$ cat src/logic/dpm_pkg.sv
package dpm_pkg;

    localparam int WORD_W = 12;
    localparam logic [WORD_W-1:0] FULL_CODE = 12'hfff;
    localparam logic [WORD_W-1:0] WORD_RESET = 12'h000;
    localparam logic [WORD_W-1:0] CODE_RESET = 12'h000;

    // Strap codes, range_select_high is bit 1
    localparam logic [1:0] SEL_DOUBLE_RATE = 2'h0;
    localparam logic [1:0] SEL_FIRST_ONLY = 2'h1;
    localparam logic [1:0] SEL_SECOND_ONLY = 2'h2;
    localparam logic [1:0] SEL_DOUBLER = 2'h3;

    // Range divider ratios with the loop active
    localparam logic [3:0] RATIO_RANGE_SELECT_HIGH = 4'h1;
    localparam logic [3:0] RATIO_DIV2 = 4'h2;
    localparam logic [3:0] RATIO_DIV4 = 4'h4;
    localparam logic [3:0] RATIO_DIV8 = 4'h8;
    localparam logic [3:0] RATIO_RESET = 4'h1;

    // Half-rate phase comes out of reset high, as after a divider reset
    localparam logic PHASE_RESET = 1'b1;
    localparam logic LOCK_RESET = 1'b0;

    typedef enum logic [2:0] {
        MODE_LOOP,
        MODE_DOUBLE_RATE,
        MODE_FIRST_ONLY,
        MODE_SECOND_ONLY,
        MODE_DOUBLER
    } dpm_mode_type;

    function automatic dpm_mode_type dpm_decode_mode(input logic loop_on,
                                                     input logic [1:0] sel);
        dpm_mode_type m;
        m = MODE_LOOP;
        if (!loop_on) begin
            case (sel)
                SEL_DOUBLE_RATE: m = MODE_DOUBLE_RATE;
                SEL_FIRST_ONLY: m = MODE_FIRST_ONLY;
                SEL_SECOND_ONLY: m = MODE_SECOND_ONLY;
                default: m = MODE_DOUBLER;
            endcase
        end
        return m;
    endfunction

    function automatic logic [3:0] dpm_range_ratio(input logic [1:0] sel);
        logic [3:0] r;
        r = RATIO_RANGE_SELECT_HIGH;
        case (sel)
            2'h0: r = RATIO_RANGE_SELECT_HIGH;
            2'h1: r = RATIO_DIV2;
            2'h2: r = RATIO_DIV4;
            default: r = RATIO_DIV8;
        endcase
        return r;
    endfunction

endpackage

$ cat src/logic/dpm_input_mux.sv
// Contract
// [RL1] Loop mode captures both ports each rise
// [RL2] Same rise outputs previous second-port word
// [RL3] Half period later outputs first-port word
// [RL4] Output instants independent of input duty cycle
// [RL5] Loop straps pick divide by 1/2/4/8
// [RL6] Loop supply low disables loop
// [RL7] Loop off: straps select input mode
// [RL8] Double-rate mode divides clock by two
// [RL9] Loop off: lock pin shows delayed phase
// [RL10] Double-rate mode updates output every edge
// [RL11] Source changes words on phase-rise edge
// [RL12] Source pulses divider reset before clocking
// [RL13] Reset forces phase high, low, high-load
// [RL14] Single-port loads selected latch on rise
// [RL15] Single-port output follows one rise later
// [RL16] Doubler mode sequences like loop mode
// [RL17] Source gives doubler 50% duty clock
// [RL18] Output codes are code and 4095-code
// [RL19] Loop mode: lock pin shows detector state
// [RL20] Ports are 12-bit straight binary words
// [RL21] Straps static, changed only with clock stopped; the testbench changes them under reset with the clock running
// [RL22] Unselected port never reaches output latch
module dpm_input_mux
    import dpm_pkg::*;
(
    // Clock and reset; each clock edge is an output update slot in interleaved modes, each phase rise in single-port modes
    input wire logic clk_sys,
    input wire logic arst_n,
    // Straps
    input wire logic loop_supply_strap,
    input wire logic range_select_high,
    input wire logic range_select_low,
    // Divider reset and loop detector
    input wire logic div_reset,
    input wire logic phase_detect_locked,
    // Input ports
    input wire logic [WORD_W-1:0] first_port_word,
    input wire logic [WORD_W-1:0] second_port_word,
    // Converter codes
    output logic [WORD_W-1:0] true_current_output,
    output logic [WORD_W-1:0] complement_current_output,
    // Clock status
    output logic lock_indicator,
    output logic input_phase,
    output logic [3:0] range_divide_ratio
);

    typedef struct packed {
        logic [WORD_W-1:0] first_latch;
        logic [WORD_W-1:0] second_latch;
        logic lock;
        logic [3:0] ratio;
    } dpm_mux_state_type;

    dpm_mux_state_type state;
    dpm_mux_state_type next_state;
    dpm_mode_type mode;
    logic [1:0] sel;
    logic loop_on;
    logic half_rate;
    logic half_rate_delayed;
    logic half_rate_rise;
    logic out_load;
    logic [WORD_W-1:0] out_word;

    ////////////////////////////////////////////////////////////////////////////////

    // Straps are taken as static; they are decoded live with no capture
    assign sel = {range_select_high, range_select_low}; // [RL5] [RL21]
    assign loop_on = loop_supply_strap; // [RL6]
    assign mode = dpm_decode_mode(loop_on, sel); // [RL7]

    dpm_phase_gen u_phase (
        .clk_sys(clk_sys),
        .arst_n(arst_n),
        .div_reset(div_reset),
        .reset_enable(!loop_on), // [RL13]
        .half_rate(half_rate),
        .half_rate_delayed(half_rate_delayed),
        .half_rate_rise(half_rate_rise)
    );

    ////////////////////////////////////////////////////////////////////////////////

    always_comb begin
        next_state = state;
        out_load = 1'b0;
        out_word = state.second_latch;
        if (loop_on) begin
            next_state.lock = phase_detect_locked; // [RL19]
            next_state.ratio = dpm_range_ratio(sel); // [RL5]
        end else begin
            next_state.lock = half_rate_delayed; // [RL9]
            next_state.ratio = RATIO_RANGE_SELECT_HIGH;
        end
        case (mode)
            MODE_LOOP, MODE_DOUBLE_RATE, MODE_DOUBLER: begin
                // Slots come from the clock edges only, so duty cycle plays no part
                out_load = 1'b1; // [RL4] [RL10] [RL16]
                if (half_rate_rise) begin
                    next_state.first_latch = first_port_word; // [RL1]
                    next_state.second_latch = second_port_word; // [RL1] [RL11]
                    out_word = state.second_latch; // [RL2]
                end else begin
                    out_word = state.first_latch; // [RL3]
                end
            end
            MODE_FIRST_ONLY: begin
                if (half_rate_rise) begin
                    next_state.first_latch = first_port_word; // [RL14]
                    out_load = 1'b1; // [RL15]
                    out_word = state.first_latch; // [RL15] [RL22]
                end
            end
            MODE_SECOND_ONLY: begin
                if (half_rate_rise) begin
                    next_state.second_latch = second_port_word; // [RL14]
                    out_load = 1'b1; // [RL15]
                    out_word = state.second_latch; // [RL15] [RL22]
                end
            end
            default: begin
                out_load = 1'b0;
            end
        endcase
    end

    always_ff @(posedge clk_sys or negedge arst_n) begin
        if (!arst_n) begin
            state.first_latch <= WORD_RESET;
            state.second_latch <= WORD_RESET;
            state.lock <= LOCK_RESET;
            state.ratio <= RATIO_RESET;
        end else begin
            state <= next_state;
        end
    end

    ////////////////////////////////////////////////////////////////////////////////

    dpm_output_latch u_out (
        .clk_sys(clk_sys),
        .arst_n(arst_n),
        .load(out_load),
        .load_word(out_word),
        .true_current_output(true_current_output),
        .complement_current_output(complement_current_output)
    );

    assign lock_indicator = state.lock;
    assign input_phase = half_rate;
    assign range_divide_ratio = state.ratio;

endmodule

$ cat src/logic/dpm_output_latch.sv
module dpm_output_latch
    import dpm_pkg::*;
(
    // Clock and reset
    input wire logic clk_sys,
    input wire logic arst_n,
    // Load
    input wire logic load,
    input wire logic [WORD_W-1:0] load_word,
    // Steering codes
    output logic [WORD_W-1:0] true_current_output,
    output logic [WORD_W-1:0] complement_current_output
);

    typedef struct packed {
        logic [WORD_W-1:0] true_code;
        logic [WORD_W-1:0] comp_code;
    } dpm_out_state_type;

    dpm_out_state_type state;
    dpm_out_state_type next_state;

    always_comb begin
        next_state = state;
        if (load) begin
            // Code drives the true side, its complement the other
            next_state.true_code = load_word; // [RL18] [RL20]
            next_state.comp_code = FULL_CODE - load_word; // [RL18]
        end
    end

    always_ff @(posedge clk_sys or negedge arst_n) begin
        if (!arst_n) begin
            state.true_code <= CODE_RESET;
            state.comp_code <= FULL_CODE;
        end else begin
            state <= next_state;
        end
    end

    assign true_current_output = state.true_code;
    assign complement_current_output = state.comp_code;

endmodule

$ cat src/logic/dpm_phase_gen.sv
module dpm_phase_gen
    import dpm_pkg::*;
(
    // Clock and reset
    input wire logic clk_sys,
    input wire logic arst_n,
    // Control
    input wire logic div_reset,
    input wire logic reset_enable,
    // Phase
    output logic half_rate,
    output logic half_rate_delayed,
    output logic half_rate_rise
);

    typedef struct packed {
        logic phase;
        logic phase_delay;
    } dpm_phase_state_type;

    dpm_phase_state_type state;
    dpm_phase_state_type next_state;
    logic force_high;

    ////////////////////////////////////////////////////////////////////////////////

    always_comb begin
        force_high = div_reset && reset_enable;
        next_state = state;
        next_state.phase_delay = state.phase;
        if (force_high) begin
            next_state.phase = 1'b1; // [RL13]
        end else begin
            next_state.phase = ~state.phase; // [RL8] [RL13]
        end
    end

    always_ff @(posedge clk_sys or negedge arst_n) begin
        if (!arst_n) begin
            state.phase <= PHASE_RESET;
            state.phase_delay <= PHASE_RESET;
        end else begin
            state <= next_state;
        end
    end

    ////////////////////////////////////////////////////////////////////////////////

    assign half_rate = state.phase;
    assign half_rate_delayed = state.phase_delay;
    // A forced-high phase is no rising edge, so with the loop off no port latch loads during a divider reset
    assign half_rate_rise = !state.phase && !force_high;

endmodule

$ cat config.mk
export PLATFORM = sky130hd
export DESIGN_NAME = dpm_input_mux
export DESIGN_NICKNAME = d
export VERILOG_FILES = /design/src/logic/dpm_pkg.sv /design/src/logic/dpm_input_mux.sv /design/src/logic/dpm_output_latch.sv /design/src/logic/dpm_phase_gen.sv
export SDC_FILE = /design/constraint.sdc
export NUM_CORES = 1
export LEC_CHECK = 0
export ABC_AREA = 1
export BUFFER_PORTS_ARGS = -buffer_cell sky130_fd_sc_hd__buf_2
export CORE_MARGIN = 3
export CORE_UTILIZATION = 41
export CTS_BUF_LIST = sky130_fd_sc_hd__clkbuf_8
export CTS_CLUSTER_DIAMETER = 40
export DETAILED_ROUTE_END_ITERATION = 10
export GPL_TIMING_DRIVEN = 0
export MAX_ROUTING_LAYER = met4
export PLACE_DENSITY = 0.63
export SKIP_LAST_GASP = 1
export SLEW_MARGIN = 15
export SYNTH_ARGS = -nofsm -noshare
export SYNTH_HDL_FRONTEND = slang
export SYNTH_SLANG_ARGS = --single-unit
$ cat constraint.sdc
create_clock -name clk_sys -period 1.45 [get_ports clk_sys]
set_input_delay 0.29 -clock clk_sys [delete_from_list [all_inputs] [get_ports clk_sys]]
set_output_delay 0.29 -clock clk_sys [all_outputs]
set_load 0.02 [all_outputs]
==> summary.md <==
| Metric | Value |
|---|---|
| Layout filler cell count | 668 |
| Die width | 91.3 um |
| Detailed Route WL | 8.68 mm |
| DIE HEIGHT | 91.3 um |
| DR DRC count | 0 |
| Layout area overhead | 38.4% |
| CP Capture Point | u_out.true_current_output[5] |
| CP Launch Type | flop |
| Routed vias/inst | 5.15 |
| H-tree depth | 2 |
| N_diodes | 0 |
| Worst path cell trace | clkinv_4 -> nand2_8 -> buf_12 -> clkbuf_16 -> nand2_4 -> nand3_2 -> nand3_2 -> nand2_1 -> nand2_1 |
| Reg2reg setup slack | -0.05 ns |
| Syn Nets | 428 |
| First-pass GRT wire length | 13.3 mm |
| RSZ-0062 raised after global routing | yes |
| Commonest cells after routing, fill and taps aside | 106 x nand2_1, 71 x nand3_1, 58 x buf_2, 40 x dfrtp_1, 30 x inv_1 |
| Starting Density | 0.432 |
| Hold Worst Slack | 0.00805 ns |
| Failing checks | setup timing |
| Crit path max fanout | 7 |
| Overall track demand over capacity in global routing | 0.204 |
| DRT Pass-1 Iters | 4 |
| CP arrival | 1.71 ns |
| Placement Setup Slack | -0.317 ns |
| WL/cell | 15.1 um |
| Run status | finished, violations left |
| Cell area after synthesis | 2980 um^2 |
| Worst reg2reg startpoint | u_phase.half_rate |
| Antenna Nets Post-Route | 0 |
| Clk_lat worst skew | 0.31 ns |
| Cell family with most CP delay | flip-flops |
| Min-Delay Path Class | in2async |
| Worst VDD drop | 518 uV |
| Share of layout cells above drive strength 1 | 0.422 |
| Clock Sinks | 55 |
| Syn Area/Cell | 7.59 um^2 |
| Initial antenna violation count | 0 |
| Slowest cell on crit path | dfstp_2 |
| Final setup margin | -0.0469 ns |
| Clock Tree Buf Depth | 2 |
| Min Tclk post-route | 1.50 ns |
| Vias in the first global route | 2614 |
| Largest net degree at the start of global routing | 56 |
| Worst setup EP type | flop |
| Boundary Pins | 61 |
| Hold buffer count at cts | 0 |
| Worst-Margin Slew | 0.679 ns |
| CTS Buf Count | 5 |
| Pwr dens | 1320 nW/um^2 |
| Share of the yosys chip area belonging to registers | 0.468 |
| Final setup violating endpoints | 7 |
| Final setup skew | 0.00359 ns |
| Synth Warn # | 0 |
| Final hold violations | 0 |
| Clock slew seen by the registers of the worst setup and hold paths | 0.10 ns |
| Reg2Reg Depth | 9 |
| GR Overflow Total | 0 |
| Clock Tree Root | clkbuf_8 |
| CP peak stage delay | 0.57 ns |
| Vias | 2959 |
| Final Net Count | 513 |
| Post-synthesis cell type count | 24 |
| Max Clock Freq | 668 MHz |
| FF+latch count, synth | 55 |
| Post-route clock period utilization | 1.03 |
| Req. time, crit path | 1.66 ns |
| Crit path launch | u_phase.half_rate |
| Commonest non-fill, non-tap cell in the layout | nand2_1 |
| Critical path class | reg2reg |
| Core area | 6910 um^2 |
| Crit path depth | 9 |
| Dpl hpwl | 5.76 mm |
| CP Buf/Inv Count | 3 |
| Max-cap viol count | 0 |
| RR Endpoint | u_out.true_current_output[5] |
| Buffers on Ports | 59 |
| Cell count after synthesis | 393 |
| Total die area | 8330 um^2 |
| CTS tree | yes |
| GPL Wtd Cong | 0.910 |
| Final slew viol count | 0 |
| Leakage power | 2.11 nW |
| Worst rel slew slack | 0.547 |
| Row count | 30 |
| DRT iter0 DRCs | 245 |
[power by group]
part	total (mW)	switching (mW)	internal, mW
Sequential	2.26	0.260	2.00
Clock	0.913	0.522	0.391
Combinational	2.27	1.40	0.871
[metal layers]
metal  up-vias  share of wire  GRT usage
met1      1372           0.43      0.280
met5         -              0          -
li1       1425              -          -
met3        22          0.074     0.0356
met4         0          0.021     0.0490
met2       140           0.47      0.317
[kinds of logic (layout without fill, tap and decap cells)]
kind of cell / count (synthesis) / after routing / share of synthesized area
DFF: 55 / 55 / 0.468
and+or+nand+nor: 242 / 242 / 0.358
buffers and inverters: 65 / 151 / 0.104
AOI/OAI and AO/OA: 27 / 27 / 0.0541
adders and majority gates: 4 / 4 / 0.0168
[timing repair]
item,4_1_cts,5_1_grt
pin swaps,0,19
setup endpoints to repair,24,47
cloned,2,4
buffers inserted,4,9
gates resized for setup,8,93
[layout make-up]
cell class,count,area (um^2),area share
plain buffers,27,269,0.0652
multi-input cells,273,1580,0.382
repair buffers,78,513,0.124
clock buffers,6,82.6,0.0200
flip-flops and latches,55,1400,0.338
inverters,38,153,0.0370
well taps,96,120,0.0291
clock inverters,2,16.3,0.00394
[metrics by stage]
| stage | setup TNS (ns) | cells | total power, mW | utilization | cell area (um^2) |
|---|---|---|---|---|---|
| final | -0.128 | 575 | 5.44 | 0.597 | 4130 |
| after CTS | -0.0255 | 562 | 5.09 | 0.539 | 3720 |
| after floorplan | 0 | 393 | 3.50 | - | 3090 |
| after global placement | -12.27 | 548 | 4.05 | 0.508 | 3510 |
| after global routing | -1.96 | 575 | 5.78 | 0.597 | 4130 |
| after detailed placement | -13.26 | 548 | 4.10 | 0.508 | 3510 |
[state kept, by name, summed over array words and instances, names as in the netlist]
register	flops
lock_indicator	1
u_out.true_current_output	12
state	24
u_phase.half_rate_delayed	1
u_phase.half_rate	1
u_out.complement_current_output	12
range_divide_ratio	4
[cells in the mapped netlist]
cell | n | share of area
nand2_2 | 1 | 0.0021
clkbuf_2 | 1 | 0.0017
nor2_1 | 4 | 0.0050
buf_6 | 3 | 0.011
a21oi_4 | 1 | 0.0055
dfstp_2 | 15 | 0.13
ha_1 | 4 | 0.017
nand3_1 | 98 | 0.16
o21ai_1 | 2 | 0.0034
clkinv_1 | 1 | 0.0013
dfrtp_1 | 40 | 0.34
buf_2 | 7 | 0.012
inv_2 | 1 | 0.0013
clkbuf_1 | 8 | 0.010
inv_1 | 35 | 0.044
o21ai_4 | 1 | 0.0055
nand2_4 | 2 | 0.0076
buf_4 | 8 | 0.020
inv_4 | 1 | 0.0021
nor2_2 | 2 | 0.0042
o21ai_0 | 22 | 0.037
a21oi_2 | 1 | 0.0029
nand2_1 | 133 | 0.17
nand3_2 | 2 | 0.0067
[worst min-delay path by stage]
| stage | from | to | slack [ns] | cells past startpoint |
|---|---|---|---|---|
| after floorplan | arst_n | lock_indicator | -0.006 | 0 |
| after detailed placement | u_phase.half_rate | u_phase.half_rate_delayed | 0.39 | 0 |
| after global placement | u_phase.half_rate | u_phase.half_rate_delayed | 0.39 | 0 |
| after global routing | arst_n | u_out.true_current_output[1] | 0.05 | 1 |
| final | arst_n | u_out.true_current_output[1] | 0.008 | 1 |
| after CTS | second_port_word[7] | state[12] | 0.17 | 3 |
(Power assumes the default switching activity.)
